File: src/hw/codec_regs_defs.svh
// constants for the codec register bank and its host controller
// assumes 7-bit register numbers on the link and byte-wide data
// Functional notes
// - scl output: d1 zero drives low, one releases
// - d0 reads scl level as input
// - d7/d6 report address straps caught at reset
// - d5 enables pin 3 as general input
// - d4 enables pin 3 as serial data
// - d3 reads pin 3 level as input
// - d2 enables pin 2 as general output
// - pin 2 output follows bit d1
// - d0 picks core clock: pll or divider
// - register b d7-d1 act only two-wire; d7/d6 straps read back with busSelect high too
// - divider input field; code 11 never written
// - pll reference field; code 11 never written
// - pll n: 0 is 16, 1 is 17
// - page 0 regs 103-127 read zero, unwritten
// - page bit d0 selects active page
// - page register works on both pages
// - host writes zeros to page bits d7-d1
// - host reads page bit back after write
// - coefficient is 16-bit two's complement, resets zero
// - host writes upper byte then lower byte
// - register a d7-d2 act only four-wire
`ifndef CODEC_REGS_DEFS_SVH
`define CODEC_REGS_DEFS_SVH
// ======================================
// link register numbers
`define REG_PAGE_SEL 7'h00
`define REG_COEF0_HI 7'h01
`define REG_COEF0_LO 7'h02
`define REG_PIN_A 7'h64
`define REG_PIN_B 7'h65
`define REG_CLK_GEN 7'h66
`define REG_RSVD_FIRST 7'h67
// ======================================
// field codes and reset values
`define SEL_RESERVED 2'h3
`define GPIO_MODE_IN 2'h1
`define GPIO_MODE_OUT 2'h2
`define CLK_GEN_RESET 8'h02
// ======================================
// host controller apb map
`define HOST_CMD 8'h00
`define HOST_COEF 8'h04
`define HOST_STAT 8'h08
`define CMD_WR_BIT 16
`define COEF_ADDR_LSB 16
`endif

File: src/hw/codec_regs_pkg.sv
// types shared by the codec register bank and its host controller
// assumes codec_regs_defs.svh is compiled alongside
package codec_regs_pkg;
   typedef enum logic [2:0] {
      HOST_IDLE = 3'b001,
      HOST_XFER = 3'b010,
      HOST_GAP = 3'b100
   } host_state_e;

   typedef struct packed {
      logic [7:0] hi;
      logic [7:0] lo;
      logic [15:0] coef;
   } coef_state_s;

   typedef struct packed {
      logic page;
      logic [6:0] pinA;
      logic sclIn;
      logic [1:0] straps;
      logic strapDone;
      logic [5:0] pinB;
      logic mfp3In;
      logic [7:0] clkGen;
      logic ack;
      logic [7:0] rdata;
      logic sclOut;
      logic sclOe;
      logic mfp2Out;
      logic mfp2Oe;
      logic sdEn;
      logic sdIn;
      logic coreSel;
      logic [1:0] divSel;
      logic [1:0] refSel;
      logic [4:0] pllN;
   } dev_state_s;

   typedef struct packed {
      host_state_e st;
      logic req;
      logic wr;
      logic [6:0] addr;
      logic [7:0] wdata;
      logic pendLo;
      logic [7:0] loByte;
      logic readBack;
      logic page;
      logic refused;
      logic [7:0] lastRd;
      logic [31:0] prdata;
      logic pready;
      logic pslverr;
   } host_state_s;
endpackage

File: src/hw/ctrl_link_if.sv
// register access link between host controller and codec bank
// assumes both ends share clk; req held until ack pulse
`timescale 1ns/100ps
interface ctrl_link_if;
   logic req;
   logic wr;
   logic [6:0] addr;
   logic [7:0] wdata;
   logic ack;
   logic [7:0] rdata;
   modport dev (input req, input wr, input addr, input wdata,
      output ack, output rdata);
   modport host (output req, output wr, output addr, output wdata,
      input ack, input rdata);
endinterface

File: src/hw/codec_reg_device.sv
// codec register bank: pin reuse, clock selection, paging, coef 0
// assumes link requests held until ack; pins synchronous to clk
//
// The APB register port is this design's own decision.
`timescale 1ns/100ps
`include "codec_regs_defs.svh"
module codec_reg_device
   import codec_regs_pkg::*;
(
   input wire logic clk,
   input wire logic rst,
   ctrl_link_if.dev link,
   input wire logic busSelect,
   input wire logic multiFunctionPin0In,
   input wire logic multiFunctionPin1In,
   input wire logic multiFunctionPin3In,
   input wire logic sclPinIn,
   output logic sclPinOut,
   output logic sclPinOe,
   output logic multiFunctionPin2Out,
   output logic multiFunctionPin2Oe,
   output logic serialDataInEn,
   output logic serialDataIn,
   output logic converterCoreClockSel,
   output logic [1:0] dividerInputClockSel,
   output logic [1:0] pllReferenceInputSel,
   output logic [4:0] pllDivN,
   output logic [15:0] effectsCoef0,
   output logic activePage
);
   dev_state_s s_q;
   dev_state_s s_d;
   logic take;
   logic hiWe;
   logic loWe;
   logic [7:0] coefHi;
   logic [7:0] coefLo;

   // ======================================
   // pll divider decode
   function automatic logic [4:0] pllDivide(input logic [3:0] code);
      logic [4:0] n;
      n = {1'b0, code};
      if (code == 4'h0) begin
         n = 5'h10;
      end else if (code == 4'h1) begin
         n = 5'h11;
      end
      return n;
   endfunction

   // ======================================
   // link write strobes for the coefficient pair
   assign take = link.req && !s_q.ack;
   assign hiWe = take && link.wr && s_q.page
      && link.addr == `REG_COEF0_HI;
   assign loWe = take && link.wr && s_q.page
      && link.addr == `REG_COEF0_LO;

   coef_pair_reg i_coef_pair_reg (
      .clk(clk),
      .rst(rst),
      .hiWe(hiWe),
      .loWe(loWe),
      .wdata(link.wdata),
      .hi(coefHi),
      .lo(coefLo),
      .coef(effectsCoef0)
   );

   // ======================================
   // next state
   always_comb begin
      s_d = s_q;
      s_d.ack = 1'b0;
      // straps caught once after reset release
      if (!s_q.strapDone) begin
         s_d.straps = {multiFunctionPin1In, multiFunctionPin0In};
         s_d.strapDone = 1'b1;
      end
      // pin sampling
      // pinA holds d7-d1: scl mode at [2:1], scl drive value at [0]
      if (s_q.pinA[2:1] == `GPIO_MODE_IN && busSelect) begin
         s_d.sclIn = sclPinIn;
      end
      if (s_q.pinB[5] && !busSelect) begin
         s_d.mfp3In = multiFunctionPin3In;
      end
      // link access
      if (take) begin
         s_d.ack = 1'b1;
         s_d.rdata = 8'h00;
         if (link.addr == `REG_PAGE_SEL) begin
            s_d.rdata = {7'h00, s_q.page};
            if (link.wr) begin
               s_d.page = link.wdata[0];
            end
         end else if (s_q.page) begin
            case (link.addr)
               `REG_COEF0_HI: begin
                  s_d.rdata = coefHi;
               end
               `REG_COEF0_LO: begin
                  s_d.rdata = coefLo;
               end
               default: begin
                  s_d.rdata = 8'h00;
               end
            endcase
         end else begin
            case (link.addr)
               `REG_PIN_A: begin
                  s_d.rdata = {s_q.pinA, s_q.sclIn};
                  if (link.wr) begin
                     s_d.pinA = link.wdata[7:1];
                  end
               end
               `REG_PIN_B: begin
                  s_d.rdata = {s_q.straps[1], s_q.straps[0],
                     s_q.pinB[5:4], s_q.mfp3In,
                     s_q.pinB[2:0]};
                  if (link.wr) begin
                     s_d.pinB = {link.wdata[5:4], 1'b0,
                        link.wdata[2:0]};
                  end
               end
               `REG_CLK_GEN: begin
                  s_d.rdata = s_q.clkGen;
                  if (link.wr) begin
                     // reserved select codes leave the field as it was
                     if (link.wdata[7:6] != `SEL_RESERVED) begin
                        s_d.clkGen[7:6] = link.wdata[7:6];
                     end
                     if (link.wdata[5:4] != `SEL_RESERVED) begin
                        s_d.clkGen[5:4] = link.wdata[5:4];
                     end
                     s_d.clkGen[3:0] = link.wdata[3:0];
                  end
               end
               default: begin
                  // includes 103-127: zero, writes dropped
                  s_d.rdata = 8'h00;
               end
            endcase
         end
      end
      // pin and clock control outputs
      s_d.sclOut = 1'b0;
      s_d.sclOe = busSelect && s_q.pinA[2:1] == `GPIO_MODE_OUT
         && !s_q.pinA[0];
      s_d.mfp2Oe = s_q.pinB[2] && !busSelect;
      s_d.mfp2Out = s_q.pinB[1];
      s_d.sdEn = s_q.pinB[4] && !busSelect;
      s_d.sdIn = s_q.pinB[4] && !busSelect
         && multiFunctionPin3In;
      s_d.coreSel = s_q.pinB[0];
      s_d.divSel = s_q.clkGen[7:6];
      s_d.refSel = s_q.clkGen[5:4];
      s_d.pllN = pllDivide(s_q.clkGen[3:0]);
      if (rst) begin
         s_d = '0;
         s_d.clkGen = `CLK_GEN_RESET;
         s_d.pllN = pllDivide(s_d.clkGen[3:0]);
      end
   end

   always_ff @(posedge clk) begin
      s_q <= s_d;
   end

   // ======================================
   // outputs
   assign link.ack = s_q.ack;
   assign link.rdata = s_q.rdata;
   assign sclPinOut = s_q.sclOut;
   assign sclPinOe = s_q.sclOe;
   assign multiFunctionPin2Out = s_q.mfp2Out;
   assign multiFunctionPin2Oe = s_q.mfp2Oe;
   assign serialDataInEn = s_q.sdEn;
   assign serialDataIn = s_q.sdIn;
   assign converterCoreClockSel = s_q.coreSel;
   assign dividerInputClockSel = s_q.divSel;
   assign pllReferenceInputSel = s_q.refSel;
   assign pllDivN = s_q.pllN;
   assign activePage = s_q.page;
endmodule

File: src/hw/coef_pair_reg.sv
// coefficient byte pair with upper byte held until lower byte write
// assumes one write strobe per cycle at most
`timescale 1ns/100ps
module coef_pair_reg
   import codec_regs_pkg::*;
(
   input wire logic clk,
   input wire logic rst,
   input wire logic hiWe,
   input wire logic loWe,
   input wire logic [7:0] wdata,
   output logic [7:0] hi,
   output logic [7:0] lo,
   output logic [15:0] coef
);
   coef_state_s s_q;
   coef_state_s s_d;

   always_comb begin
      s_d = s_q;
      if (hiWe) begin
         s_d.hi = wdata;
      end
      if (loWe) begin
         s_d.lo = wdata;
         s_d.coef = {s_q.hi, wdata};
      end
      if (rst) begin
         s_d = '0;
      end
   end

   always_ff @(posedge clk) begin
      s_q <= s_d;
   end

   assign hi = s_q.hi;
   assign lo = s_q.lo;
   assign coef = s_q.coef;
endmodule

File: src/flat_wrapper.sv
// flat-port wrapper written by rule: the top's interface ports become plain ports
module codec_reg_device_flat import codec_regs_pkg::*;
  (clk, rst, busSelect, multiFunctionPin0In, multiFunctionPin1In, multiFunctionPin3In, sclPinIn, sclPinOut, sclPinOe, multiFunctionPin2Out, multiFunctionPin2Oe, serialDataInEn, serialDataIn, converterCoreClockSel, dividerInputClockSel, pllReferenceInputSel, pllDivN, effectsCoef0, activePage, link_req, link_wr, link_addr, link_wdata, link_ack, link_rdata);
  ctrl_link_if link_i ();
  input wire logic clk;
  input wire logic rst;
  input wire logic busSelect;
  input wire logic multiFunctionPin0In;
  input wire logic multiFunctionPin1In;
  input wire logic multiFunctionPin3In;
  input wire logic sclPinIn;
  output logic sclPinOut;
  output logic sclPinOe;
  output logic multiFunctionPin2Out;
  output logic multiFunctionPin2Oe;
  output logic serialDataInEn;
  output logic serialDataIn;
  output logic converterCoreClockSel;
  output logic [1:0] dividerInputClockSel;
  output logic [1:0] pllReferenceInputSel;
  output logic [4:0] pllDivN;
  output logic [15:0] effectsCoef0;
  output logic activePage;
  input wire logic [$bits(link_i.req)-1:0] link_req;
  input wire logic [$bits(link_i.wr)-1:0] link_wr;
  input wire logic [$bits(link_i.addr)-1:0] link_addr;
  input wire logic [$bits(link_i.wdata)-1:0] link_wdata;
  output wire logic [$bits(link_i.ack)-1:0] link_ack;
  output wire logic [$bits(link_i.rdata)-1:0] link_rdata;
  assign link_i.req = link_req;
  assign link_i.wr = link_wr;
  assign link_i.addr = link_addr;
  assign link_i.wdata = link_wdata;
  assign link_ack = link_i.ack;
  assign link_rdata = link_i.rdata;
  codec_reg_device u_core (.clk(clk), .rst(rst), .link(link_i), .busSelect(busSelect), .multiFunctionPin0In(multiFunctionPin0In), .multiFunctionPin1In(multiFunctionPin1In), .multiFunctionPin3In(multiFunctionPin3In), .sclPinIn(sclPinIn), .sclPinOut(sclPinOut), .sclPinOe(sclPinOe), .multiFunctionPin2Out(multiFunctionPin2Out), .multiFunctionPin2Oe(multiFunctionPin2Oe), .serialDataInEn(serialDataInEn), .serialDataIn(serialDataIn), .converterCoreClockSel(converterCoreClockSel), .dividerInputClockSel(dividerInputClockSel), .pllReferenceInputSel(pllReferenceInputSel), .pllDivN(pllDivN), .effectsCoef0(effectsCoef0), .activePage(activePage));
endmodule
File: config.mk
export PLATFORM = sky130hd
export DESIGN_NAME = codec_reg_device_flat
export DESIGN_NICKNAME = d
export VERILOG_FILES = /design/src/hw/codec_regs_pkg.sv /design/src/hw/ctrl_link_if.sv /design/src/hw/codec_reg_device.sv /design/src/hw/coef_pair_reg.sv /design/src/flat_wrapper.sv
export VERILOG_INCLUDE_DIRS = /design/src /design/src/hw
export SDC_FILE = /design/constraint.sdc
export NUM_CORES = 1
export LEC_CHECK = 0
export ABC_AREA = 1
export ABC_CLOCK_PERIOD_IN_PS = 1370
export BUFFER_PORTS_ARGS = -buffer_cell sky130_fd_sc_hd__buf_2
export CAP_MARGIN = 40
export CORE_UTILIZATION = 49
export CTS_CLUSTER_SIZE = 28
export DETAILED_ROUTE_END_ITERATION = 12
export PLACE_DENSITY_LB_ADDON = 0.1
export REMOVE_ABC_BUFFERS = 1
export SLEW_MARGIN = 20
export SYNTH_ARGS = -nofsm -noshare
export SYNTH_HDL_FRONTEND = slang
export SYNTH_SLANG_ARGS = --single-unit
File: constraint.sdc
create_clock -name clk -period 1.37 [get_ports clk]
set_input_delay 0.137 -clock clk [delete_from_list [all_inputs] [get_ports clk]]
set_output_delay 0.137 -clock clk [all_outputs]
set_load 0.01 [all_outputs]
; ---- Yosys cells after proc, flatten, opt, wreduce, memory -nomap -nowiden
; Index checks and enable logic that the tools add are counted.
[totals]
input_bits = 24
out_inout_bits = 42
wordCells = 77
register_bits = 82
[classes]
muxes = 14
reduce_logical = 25
n_eq_ne = 10
bitwise = 2
[ops]
columns = op, count
row1 = 8-bit 2-to-1 mux, 6
row2 = 8-bit case mux with 3 select lines, 1
row3 = 7-bit equality test (second input constant), 3
row4 = 17-bit 2-to-1 mux, 1
row5 = 8-bit case mux with 2 select lines, 1
row6 = 5-bit AND reduction, 3
row7 = 1-bit logical AND, 12
row8 = 6-bit AND reduction, 2
row9 = 5-bit 2-to-1 mux, 2
row10 = 7-bit by 1-bit equality test with 1-bit output (second input constant), 1
row11 = 7-bit by 2-bit equality test with 1-bit output (second input constant), 1
row12 = 7-bit logical NOT, 1
row13 = 4-bit by 1-bit equality test with 1-bit output (second input constant), 1
row14 = 4-bit logical NOT, 1
row15 = 2-bit 2-to-1 mux, 2
row16 = 2-bit inequality test (second input constant), 2
row17 = 1-bit logical NOT, 3
row18 = 3-bit 2-to-1 mux, 1
row19 = 3-bit AND reduction, 1
row20 = 3-bit OR reduction, 1
row21 = 2-bit by 1-bit equality test with 1-bit output (second input constant), 1
row22 = 2-bit equality test (second input constant), 1
row23 = 1-bit inverter, 2
row24 = 2-bit OR reduction, 1

; ---- Logic depth before layout (Yosys ltp)
; Gate-level depths: netlist of run 1.
[logic_depth]
word_depth = 7
ltp_mapped = 10
mapped_depth_nobuf = 10

; ---- Modules after synthesis
; Synthesis of run 1 repeated with hierarchy kept, for this count alone.
[hier_totals]
hier_cells = 498
hier_area_um2 = 3568.4
[by_module_without_submodules]
columns = mod, area_each_um2, seq_area_each_um2, instances, cells_each
row1 = codec_reg_device, 2531.2, 1001.0, 1, 346
row2 = coef_pair_reg, 1037.2, 480.5, 1, 152

; ---- Worst setup path after synthesis of run 1
; OpenSTA, ideal clock, no wires.
[synth_timing]
path_type = register -> register
startpoint = reg u_core.s_q (netlist bit u_core.activePage)
endpoint = reg u_core.i_coef_pair_reg.s_q (netlist bit u_core.i_coef_pair_reg.coef[7])
required_time_ns = 1.254
path_stages_with_launch = 8
path_buffers = 2
slack_ns = -0.073
synth_period_minus_slack_ns = 1.443
setup_ns = 0.116
arrival_time_ns = 1.328
path_cell_list = dfxtp_1 buf_4 inv_2 nor3_4 nand3_4 buf_2 o21ai_0 nor2_1
[synth_between]
elab_chain_cells = 2
[synth_lines]
columns = element, line
row1 = start: declaration, codec_reg_device.sv:31  ; dev_state_s s_q;
row2 = start signal: assignment, codec_reg_device.sv:168  ; s_q <= s_d;
row3 = 1-bit logical AND, codec_reg_device.sv:57  ; assign loWe = take && link.wr && s_q.page
row4 = 1-bit logical AND (no line), -
row5 = end signal: assignment, coef_pair_reg.sv:34  ; s_q <= s_d;
row6 = end: declaration, coef_pair_reg.sv:16  ; coef_state_s s_q;
; Every way passes these cells.
; A chain may end at the register's enable or synchronous reset.

; ---- Worst setup path after layout of run 1
[layout_timing]
startpoint = reg u_core.s_q (netlist bit u_core.link.ack)
endpoint = reg u_core.i_coef_pair_reg.s_q (netlist bit u_core.i_coef_pair_reg.coef[10])
[layout_between]
elab_chain_cells = 5
[layout_lines]
columns = element, line
row1 = 1-bit logical NOT, codec_reg_device.sv:54  ; assign take = link.req && !s_q.ack;
row2 = 1-bit logical AND, codec_reg_device.sv:54
row3 = 1-bit logical AND (2 in series), codec_reg_device.sv:57
row4 = 1-bit logical AND (no line), -
; Every way passes these cells.

==> results of run 1 <==
[report_power, final]
group          internal (mW)  switching, mW  total, mW  leakage, nW
combinational         0.0989          0.181      0.280         1.09
clock                   1.06          0.811       1.87        0.112
sequential              2.16        0.00616       2.17        0.598
[flip-flops by register name, indices dropped and copies added, names as in the netlist, 2 cells and up]
register / cells
u_core.i_coef_pair_reg.coef: 9
u_core.i_coef_pair_reg.lo: 7
u_core.pllReferenceInputSel: 2
u_core.dividerInputClockSel: 2
u_core.i_coef_pair_reg.hi: 8
u_core.pllDivN: 5
u_core.link.rdata: 8
u_core.s_q: 25
[cell usage in the layout (no fill, tap or decap), types with 2 or more instances in the layout]
cell type  instances
nand3_1           59
buf_6              2
o21ai_0           12
clkinv_4           2
a21oi_1           17
buf_4             16
nor3_1             2
nand2_1           55
inv_2              2
bufinv_16          2
dfxtp_1           73
clkinv_2           4
buf_2             64
nor2_1            97
nand3_4            6
o21ai_2            4
buf_12             4
inv_1             41
clkbuf_8          10
o21ai_1           26
nor2_2             7
[layout make-up]
type,instances,share of cell area
inverters,49,0.0527
well taps,77,0.0242
repair inverters,1,0.00220
clock buffers,10,0.0345
repair buffers,86,0.136
flip-flops and latches,74,0.372
clock inverters,5,0.0198
multi-input cells,296,0.358
[stage by stage]
step	total power, mW	hold WS, ns	TNS [ns]
after floorplan	2.33	0.206	-1.86
after global placement	2.47	0.374	-0.199
after detailed placement	2.48	0.385	-1.17
after CTS	4.32	0.0204	-0.167
after global routing	4.47	0.0247	-2.13
final	4.32	0.0265	-0.280
[worst max-delay path, cell delays in order (launching register included)]
cell	delay, ns
dfxtp_1	0.31
or2_4	0.27
nor3_4	0.15
buf_6	0.15
buf_6	0.10
nand3_4	0.11
o21ai_1	0.17
nor2_1	0.05
[layer usage]
metal / GRT usage / share of wire / vias up
met2: 0.420 / 0.48 / 109
li1: - / - / 1554
met3: 0.0596 / 0.053 / 12
met4: 0.0956 / 0.017 / 0
met5: 0 / 0 / -
met1: 0.319 / 0.45 / 1437
[logic make-up (layout without fill, tap and decap cells)]
logic type	after synthesis	count (layout)
buf+inv	81	151
compound gates	60	60
simple gates	232	235
other cells	1	1
flops	74	74
[timing repair]
action	in CTS	in global routing
endpoints found under the hold margin	0	0
pin swaps	1	3
cloned	1	3
hold buffers	0	0
endpoints found under the setup margin	31	42
setup buffers	3	1
resized for setup	9	37
[worst min-delay path by stage]
stage | startpoint | to | slack (ns) | depth (start not counted)
2_1_floorplan | rst | u_core.link.rdata[1]$_SDFFE_PP0P_ | 0.21 | 1
3_5_place_dp | busSelect | u_core.multiFunctionPin2Oe$_SDFF_PP0_ | 0.39 | 2
6_report | busSelect | u_core.multiFunctionPin2Oe$_SDFF_PP0_ | 0.03 | 2
5_1_grt | busSelect | u_core.multiFunctionPin2Oe$_SDFF_PP0_ | 0.02 | 2
3_3_place_gp | multiFunctionPin1In | u_core.s_q[42]$_SDFFE_PP0N_ | 0.37 | 3
4_1_cts | busSelect | u_core.multiFunctionPin2Oe$_SDFF_PP0_ | 0.02 | 2
==> summary.txt, run 1 <==
Status
  • Status: finished, violations left
  • Failing checks: setup timing

Logic synthesis
  • Yosys cell types: 30
  • Mapped Area: 3230 sq um
  • Post-synthesis simple-gate area fraction: 0.325
  • Syn Area/Cell: roughly 7 sq um
  • Synth Area in Compound Gates: 0.0938
  • Adder-cell share of the synthesized area: 0
  • Post-synthesis sequential area ratio: 0.459
  • Main combinational cell family by area after synthesis: simple AND/OR/NAND/NOR gates
  • Post-synth top cells: nor2_1 (97), dfxtp_1 (74), nand3_1 (59)
  • Post-synthesis xor/xnor area fraction: 0
  • Ys flop type: dfxtp_1
  • Synth async-reset ratio: 0
  • Main area contributors after synthesis: dfxtp_1 (46%), nor2_1 (11%), nand3_1 (9.2%)
  • Top-area cell type share of the netlist area: 0.459
  • Cells after Synth: around 450
  • Post-synthesis mux area share: 0
  • Most numerous cell in the Yosys netlist: nor2_1
  • Yosys top cell by area: dfxtp_1
  • Yosys Warn Count: 0
  • EDFF count, synth: 0
  • Seq cells post-synth: between 70 and 80

Cells and area
  • ANT cells: 0
  • Final #Nets: 541
  • Multi-input gate area: about 1400 sq um
  • Finished Core Util: 0.628
  • Register area: 1480 sq um
  • # fillers: 592
  • Ratio of cells with drive above 1 in the final layout: 0.255
  • Post-Layout Cell Count: around 600
  • Area grow syn2layout: 23.5%
  • Final instance area: around 4000 sq um

Power and ir drop
  • Total power divided by cell area: between 1000 and 1500 nW/um^2
  • P_leak: approximately 1.8 nW
  • VDD IR max: between 0.0007 and 0.0008 V

Critical path
  • Worst reg2reg path depth: 7
  • Arr. time, crit path: around 1.7 ns
  • Critical path class: flop to flop
  • Crit path from: u_core.link.ack$_SDFF_PP0_
  • Critical Path RT: roughly 1.6 ns
  • Critical Path Start Type: flop
  • CP endpoint: u_core.i_coef_pair_reg.coef[10]$_SDFFE_PP0P_
  • Worst reg2reg path startpoint: u_core.link.ack$_SDFF_PP0_
  • Worst R2R End: u_core.i_coef_pair_reg.coef[10]$_SDFFE_PP0P_
  • CP endpoint kind: flop
  • Worst reg2reg setup slack: -0.03 ns
  • Worst Path Max Fanout: 8

Route
  • Antenna viol nets, final: 0
  • Drt wl/cell: approximately 14 microns
  • Vias: a little over 3000
  • Vias/cell: around 5.2
  • DRT Wirelength: 8530 microns
  • Initial drt markers: roughly 170
  • DRC viols: 0
  • Pre-antenna DRT Iters: 4

Placed design
  • Pre-CTS WS: -0.0716 ns
  • IO buf count: 64
  • Dpl cells: around 580
  • Placer Congestion: around 0.86
  • Placed cell area: ~3600 sq um
  • DP Wirelength: 5790 microns

Timing
  • RSZ-0062 raised after global routing: yes
  • Fin crit period: ~1.4 ns
  • Final period utilization: 1.02
  • Final Hold Vio Count: 0
  • Slew Limit Fails: 0
  • Max Fclk: roughly 710 MHz
  • Clk_skew: about 0.0067 ns
  • Final setup vio count: 13
  • PnR worst setup slack: -0.0324 ns

Floorplanning
  • Die Ht: between 80 and 90 microns
  • Die Area: about 6900 sq um
  • Core area: 6350 sq um
  • Initial core utilization: 0.508
  • Die X: between 80 and 90 microns
  • Site row count: 29
  • # IOs: 66

Global routing
  • Grt total ovfl: 0
  • Vias in the first global route: 2840
  • Largest net degree at the start of global routing: 54
  • First-pass GRT wire length: 13600 microns
  • Initial antenna violation count: 0
  • Tot GR Track Use: 0.253

Worst hold path
  • Hold Crit Class: primary input to flop

Clock network
  • Total CTS buffers: 9
  • TritonCTS clock tree: built
  • Clock latency on the worst-skew pair: between 0.3 and 0.4 ns
  • H-tree Lvls: 3
  • CTS Buffer Depth: 2
  • Clock root cell: clkbuf_8
  • Clk sinks: 74
  • Clk slew on worst S/H paths: about 0.080 ns

Run
  • Maximum Capacitance Violations: 0
(Power assumes the default switching activity.)
==> run 2, diff against run 1 <==
--- a/config.mk
+++ b/config.mk
@@ -10,7 +10,8 @@
 export ABC_CLOCK_PERIOD_IN_PS = 1370
 export BUFFER_PORTS_ARGS = -buffer_cell sky130_fd_sc_hd__buf_2
 export CAP_MARGIN = 40
-export CORE_UTILIZATION = 49
+export CORE_UTILIZATION = 50
+export CTS_BUF_LIST = sky130_fd_sc_hd__clkbuf_8
 export CTS_CLUSTER_SIZE = 28
 export DETAILED_ROUTE_END_ITERATION = 12
 export PLACE_DENSITY_LB_ADDON = 0.1
==> run 2 against run 1 <==
The flow still finishes with violations (setup timing). Critical endpoint is now u_core.i_coef_pair_reg.coef[15]$_SDFFE_PP0P_. Die area down 2.0%. Combinational power increased by 4%. Final cell count decreased by 0.33%. Sequential cell count stayed put.
==> summary.txt, run 2 (synthesized netlist as in run 1, its figures left out) <==
Status
  • Status: finished, violations left
  • Failing checks: setup timing

Critical path
  • Critical Path RT: 1.61 ns (about the same)
  • Slowest-stage cell, CP: dfxtp_1
  • CP max stage delay: 0.31 ns (about the same)
  • Critical path class: flop to flop
  • Family with the most delay on the worst path: simple AND/OR/NAND/NOR gates
  • CP Depth: 6 (-1)
  • Crit-path cells: or2_4 > nor3_4 > buf_6 > nand3_4 > o21ai_2 > nor2_1
  • CP endpoint kind: flop
  • Arr. time, crit path: 1.63 ns (-0.03 ns)
  • Worst reg2reg setup slack: -0.02 ns (about the same)
  • Worst R2R End: u_core.i_coef_pair_reg.coef[15]$_SDFFE_PP0P_
  • Worst reg2reg path startpoint: u_core.link.ack$_SDFF_PP0_
  • Crit path from: u_core.link.ack$_SDFF_PP0_
  • Worst reg2reg path depth: 6 (-1)
  • Critical Path Start Type: flop
  • WP buf/inv: 1 (-1)
  • CP endpoint: u_core.i_coef_pair_reg.coef[15]$_SDFFE_PP0P_
  • Worst Path Max Fanout: 4 (-4)

Cells and area
  • Finished Core Util: 0.658 (+0.0297)
  • Register area: 1480 sq um (about the same)
  • Most common cell after layout, fill and taps aside: nor2_1
  • Multi-input gate area: 1490 sq um (+4.4%)
  • Top reg by flops: u_core.s_q
  • Area grow syn2layout: 23.5% (about the same)
  • Most frequent cells in the layout: nor2_1 (97), dfxtp_1 (74), buf_2 (64)
  • ANT cells: 0 (unchanged)
  • Ratio of cells with drive above 1 in the final layout: 0.269 (+0.0134)
  • # fillers: 552 (-6.8%)
  • Final #Nets: 540 (-0.18%)
  • Max reg flops: 25 (unchanged)
  • Post-Layout Cell Count: 596 (-0.33%)

Route
  • Initial drt markers: 174 (+4.8%)
  • Antenna viol nets, final: 0 (unchanged)
  • Vias: 3125 (+0.42%)
  • Pre-antenna DRT Iters: 5 (+1)
  • DRC viols: 0 (unchanged)
  • Routed wl met3: 539 microns (+18%)
  • Vias/cell: 5.24 (+0.75%)
  • DRT Wirelength: 8630 microns (+1.3%)
  • Met1 WL: 3710 microns (-2.7%)
  • Highest routed layer: met4
  • Drt wl/cell: 14.5 microns (+1.6%)
  • Met2 WL: 4090 microns (-0.46%)

Placed design
  • Pre-CTS WS: -0.0663 ns (+0.00530 ns)
  • IO buf count: 64 (unchanged)
  • Dpl cells: 571 (-0.70%)
  • DP Wirelength: 5910 microns (+1.9%)
  • Placer Congestion: 0.904 (+4.7%)

Clock network
  • Hold Buf Count CTS: 0 (unchanged)
  • Clk slew on worst S/H paths: 0.08 ns (about the same)
  • Clock root cell: clkbuf_8
  • TritonCTS clock tree: built
  • H-tree Lvls: 3 (unchanged)
  • Total CTS buffers: 9 (unchanged)
  • Clock latency on the worst-skew pair: 0.34 ns (about the same)
  • CTS Buffer Depth: 2 (unchanged)
  • Clk sinks: 74 (unchanged)

Floorplanning
  • Die Ht: 82.3 microns (-0.98%)
  • Site row count: 28 (-3.4%)
  • Die X: 82.3 microns (-0.98%)
  • Core area: 6060 sq um (-4.6%)
  • Initial core utilization: 0.532 (+0.0242)
  • Die Area: 6780 sq um (-2.0%)
  • # IOs: 66 (unchanged)

Power and ir drop
  • VDD IR max: 0.000719 V (-8.6%)
  • P_leak: 1.77 nW (-1.5%)
  • Total chip power: 3.95 mW (-8.4%)
  • Total power divided by cell area: 992 nW/um^2 (-8.4%)

Timing
  • Final setup vio count: 1 (-12)
  • RSZ-0062 raised after global routing: yes
  • Max Fclk: 720 MHz (+0.91%)
  • PnR worst setup slack: -0.0198 ns (+0.0126 ns)
  • Final Hold Vio Count: 0 (unchanged)
  • Clk_skew: 0.00791 ns (+0.00124 ns)
  • Final period utilization: 1.01 (-0.00920)
  • Fin crit period: 1.39 ns (-0.0126 ns)
  • Slew Limit Fails: 0 (unchanged)

Run
  • Maximum Capacitance Violations: 0 (unchanged)

Global routing
  • Grt total ovfl: 0 (unchanged)
  • Vias in the first global route: 2886 (+1.6%)
  • Tot GR Track Use: 0.276 (+0.0230)
  • Initial antenna violation count: 0 (unchanged)
  • First-pass GRT wire length: 13700 microns (+0.41%)
  • Largest net degree at the start of global routing: 54 (unchanged)

Worst hold path
  • Hold Crit Class: primary input to flop
  • Hold path depth: 2 (unchanged)
## run 2: stage by stage
step                area [sq um]  setup TNS (ns)  hold slack [ns]
floorplan                   3020           -1.86            0.206
global placement            3610          -0.193            0.381
detailed placement          3610           -1.10            0.382
CTS                         3920          -0.120           0.0258
global route                3990          -0.821           0.0337
finish                      3990         -0.0198           0.0321
## run 2: metal layers
metal | vias up | global-route usage
met4 | 0 | 0.140
met5 | - | 0
li1 | 1563 | -
met2 | 116 | 0.462
met1 | 1419 | 0.335
met3 | 27 | 0.0538
## run 2: final cells by class
cell class                 instances  area share
multi-input combinational        297       0.374
sequential                        74       0.372
timing repair buffer              84       0.132
inverter                          49      0.0527
clock buffer                      10      0.0345
tap                               75      0.0235
clock inverter                     6     0.00848
timing repair inverter             1     0.00220
## run 2: what timing repair did
action                                 CTS  global route
resized for setup                       30            28
endpoints found under the hold margin    0             0
setup endpoints to repair               31            34
buffers inserted                         2             2
pin swaps                               10            14
gates cloned                             4             1
## run 2: power by group
part,total (mW),switching (mW),internal [mW],leakage (nW)
Sequential,2.17,0.00602,2.16,0.597
Combinational,0.290,0.188,0.102,1.09
Clock,1.50,0.808,0.691,0.0892
## run 2: worst min path at each step
stage                             start                               endpoint  slack, ns
floorplan                           rst      u_core.link.rdata[1]$_SDFFE_PP0P_       0.21
global placement              busSelect  u_core.multiFunctionPin2Oe$_SDFF_PP0_       0.38
detailed placement  multiFunctionPin1In            u_core.s_q[42]$_SDFFE_PP0N_       0.38
CTS                           busSelect  u_core.multiFunctionPin2Oe$_SDFF_PP0_       0.03
global route                  busSelect  u_core.multiFunctionPin2Oe$_SDFF_PP0_       0.03
finish                        busSelect  u_core.multiFunctionPin2Oe$_SDFF_PP0_       0.03
## run 2: worst register-to-register path, stage by stage (launching register included)
cell and delay [ns]:
dfxtp_1 0.31, or2_4 0.26, nor3_4 0.15, buf_6 0.18, nand3_4 0.15, o21ai_2 0.19
nor2_1 0.05
==> run 3, diff against run 2 <==
--- a/config.mk
+++ b/config.mk
@@ -10,7 +10,7 @@
 export ABC_CLOCK_PERIOD_IN_PS = 1370
 export BUFFER_PORTS_ARGS = -buffer_cell sky130_fd_sc_hd__buf_2
 export CAP_MARGIN = 40
-export CORE_UTILIZATION = 50
+export CORE_UTILIZATION = 40
 export CTS_BUF_LIST = sky130_fd_sc_hd__clkbuf_8
 export CTS_CLUSTER_SIZE = 28
 export DETAILED_ROUTE_END_ITERATION = 12
==> run 3 against run 2 <==
The flow still finishes with violations (setup timing). Critical endpoint is now u_core.i_coef_pair_reg.coef[7]$_SDFFE_PP0P_. Largest cell class is now sequential cells. Global-route usage is 5.6 points lower. Die area grew 24%. First-iteration DRC count decreased by 21%. Count of clock-buffer cells in the layout decreased by 1. Clock skew decreased by 0.0026 ns. Final cell count rose by 4.9%. Fmax shrank 0.20%.
==> summary.txt, run 3 (synthesized netlist as in run 1, its figures left out) <==
Cells and area
  • ANT cells: 0 (unchanged)
  • Most frequent cells in the layout: nor2_1 (97), dfxtp_1 (73), buf_2 (64)
  • Max reg flops: 25 (unchanged)
  • Ratio of cells with drive above 1 in the final layout: 0.256 (-0.0125)
  • # fillers: 814 (+47%)
  • Area grow syn2layout: 24.3%
  • Most common cell after layout, fill and taps aside: nor2_1
  • Top reg by flops: u_core.s_q
  • Finished Core Util: 0.516 (-0.141)
  • Final #Nets: 542 (+0.37%)
  • Multi-input gate area: 1420 sq um (-5.1%)
  • Register area: 1480 sq um (about the same)

Critical path
  • Worst Path Max Fanout: 16 (+12)
  • Critical path class: flop to flop
  • Worst reg2reg path startpoint: u_core.link.ack$_SDFF_PP0_
  • CP endpoint kind: flop
  • Arr. time, crit path: 1.67 ns (+0.04 ns)
  • Crit-path cells: or2_4 > nor3_4 > buf_4 > nand3_4 > clkinv_8 > nor2_1 > nor2_1
  • Worst R2R End: u_core.i_coef_pair_reg.coef[7]$_SDFFE_PP0P_
  • CP most frequent cell: nor2_1
  • Slowest-stage cell, CP: dfxtp_1
  • Worst reg2reg setup slack: -0.02 ns (about the same)
  • Critical Path Start Type: flop
  • Family with the most delay on the worst path: simple AND/OR/NAND/NOR gates
  • WP buf/inv: 2 (+1)
  • Critical Path RT: 1.65 ns (+0.04 ns)
  • Worst reg2reg path depth: 7 (+1)
  • CP max stage delay: 0.31 ns (about the same)

Worst hold path
  • Hold EP: u_core.multiFunctionPin2Oe$_SDFF_PP0_
  • Hold path depth: 2 (unchanged)
  • Hold Startpoint: busSelect
  • Hold Crit Class: primary input to flop

Global routing
  • Vias in the first global route: 2840 (-1.6%)
  • Initial antenna violation count: 0 (unchanged)
  • First-pass GRT wire length: 14200 microns (+3.8%)
  • Largest net degree at the start of global routing: 54 (unchanged)
  • Grt total ovfl: 0 (unchanged)
  • Tot GR Track Use: 0.219 (-0.0564)

Clock network
  • Clock root cell: clkbuf_8
  • Clk sinks: 74 (unchanged)
  • Total CTS buffers: 9 (unchanged)
  • H-tree Lvls: 3 (unchanged)
  • Clk slew on worst S/H paths: 0.08 ns (about the same)
  • TritonCTS clock tree: built
  • Clock latency on the worst-skew pair: 0.34 ns (about the same)
  • CTS Buffer Depth: 2 (unchanged)

Route
  • Vias: 3023 (-3.3%)
  • Antenna viol nets, final: 0 (unchanged)
  • DRC viols: 0 (unchanged)
  • Initial drt markers: 138 (-21%)
  • Vias/cell: 4.84 (-7.8%)
  • Pre-antenna DRT Iters: 4 (-1)
  • DRT Wirelength: 8760 microns (+1.5%)
  • Drt wl/cell: 14.0 microns (-3.2%)

Floorplanning
  • Core area: 7770 sq um (+28%)
  • Site row count: 32 (+14%)
  • Die Area: 8430 sq um (+24%)
  • Die X: 91.8 microns (+12%)
  • Initial core utilization: 0.415 (-0.117)
  • # IOs: 66 (unchanged)
  • Die Ht: 91.8 microns (+12%)

Timing
  • Slew Limit Fails: 0 (unchanged)
  • Worst hold margin: 0.0355 ns (+0.00336 ns)
  • Final setup vio count: 11 (+10)
  • Max Fclk: 718 MHz (-0.20%)
  • Fin crit period: 1.39 ns (+0.00280 ns)
  • RSZ-0062 raised after global routing: yes
  • Final Hold Vio Count: 0 (unchanged)
  • PnR worst setup slack: -0.0226 ns (-0.00280 ns)
  • Clk_skew: 0.00530 ns (-0.00261 ns)
  • Final period utilization: 1.02 (+0.00205)

Status
  • Status: finished, violations left
  • Failing checks: setup timing

Power and ir drop
  • P_leak: 1.80 nW (+1.6%)
  • Total chip power: 4.30 mW (+8.7%)
  • VDD IR max: 0.000562 V (-22%)
  • Total power divided by cell area: 1070 nW/um^2 (+8.0%)

Placed design
  • IO buf count: 64 (unchanged)
  • DP Wirelength: 6200 microns (+5.0%)
  • Placer Congestion: 0.826 (-8.6%)

Run
  • Maximum Capacitance Violations: 0 (unchanged)
## run 3: cell types whose count changed in the layout (fill, tap and decap cells not counted), sizes merged
cell and change:
buf +4, clkinv -1, inv -1, clkbuf -1, bufinv +2, nand3 -1
## run 3: power by group
group | switching, mW | internal, mW | leakage [nW] | total (mW)
clock network | 0.836 | 1.02 | 0.105 | 1.86
registers | 0.00606 | 2.16 | 0.598 | 2.17
logic | 0.177 | 0.100 | 1.10 | 0.277
total | 1.02 | 3.28 | 1.80 | 4.30
## run 3: cell type report
type | instances | area share
Clock buffer | 9 | 0.0309
Multi-Input combinational cell | 296 | 0.353
Tap cell | 102 | 0.0318
Timing Repair Buffer | 88 | 0.139
Inverter | 49 | 0.0524
Sequential cell | 74 | 0.370
Clock inverter | 7 | 0.0234
## run 3: worst max path at each step
stage / end / cells past startpoint / slack (ns) / startpoint
2_1_floorplan: u_core.i_coef_pair_reg.coef[7]$_SDFFE_PP0P_ / 6 / -0.09 / u_core.activePage$_SDFFE_PP0P_
3_3_place_gp: u_core.i_coef_pair_reg.lo[3]$_SDFFE_PP0P_ / 6 / -0.05 / u_core.link.ack$_SDFF_PP0_
3_5_place_dp: u_core.i_coef_pair_reg.coef[13]$_SDFFE_PP0P_ / 6 / -0.10 / u_core.link.ack$_SDFF_PP0_
4_1_cts: u_core.i_coef_pair_reg.coef[7]$_SDFFE_PP0P_ / 7 / -0.02 / u_core.link.ack$_SDFF_PP0_
5_1_grt: u_core.i_coef_pair_reg.hi[1]$_SDFFE_PP0P_ / 6 / -0.12 / u_core.link.ack$_SDFF_PP0_
6_report: u_core.i_coef_pair_reg.coef[7]$_SDFFE_PP0P_ / 7 / -0.02 / u_core.link.ack$_SDFF_PP0_
## run 3: stage by stage
step | std cells | instance area, sq um | setup slack, ns | setup TNS (ns)
after global placement | 601 | 3660 | -0.0471 | -0.828
after detailed placement | 601 | 3660 | -0.100 | -1.94
after CTS | 621 | 3950 | -0.0194 | -0.134
after global routing | 625 | 4010 | -0.119 | -3.48
final | 625 | 4010 | -0.0226 | -0.101
after floorplan | 416 | 3020 | -0.0941 | -1.86
## run 3: worst reg2reg max path, cell delays in order (launching register included)
cell and delay [ns]:
dfxtp_1 0.31, or2_4 0.27, nor3_4 0.16, buf_4 0.15
nand3_4 0.14, clkinv_8 0.14, nor2_1 0.05, nor2_1 0.10
## run 3: metal layers
metal  share of wire  track usage  wire length, microns  vias to the layer above
met5               0            0                     0                        -
li1                -            -                     -                     1562
met4           0.017       0.0820                   153                        0
met2            0.47        0.368                  4140                       66
met3           0.039       0.0373                   339                       11
met1            0.47        0.283                  4140                     1384
## run 3: timing repair
item                                    CTS  global route
setup buffers                             2             3
resized for setup                        11            14
cloned                                    2             1
hold endpoints to repair                  0             0
endpoints found under the setup margin   36            43
pin swaps                                 2             6
hold buffers                              0             0
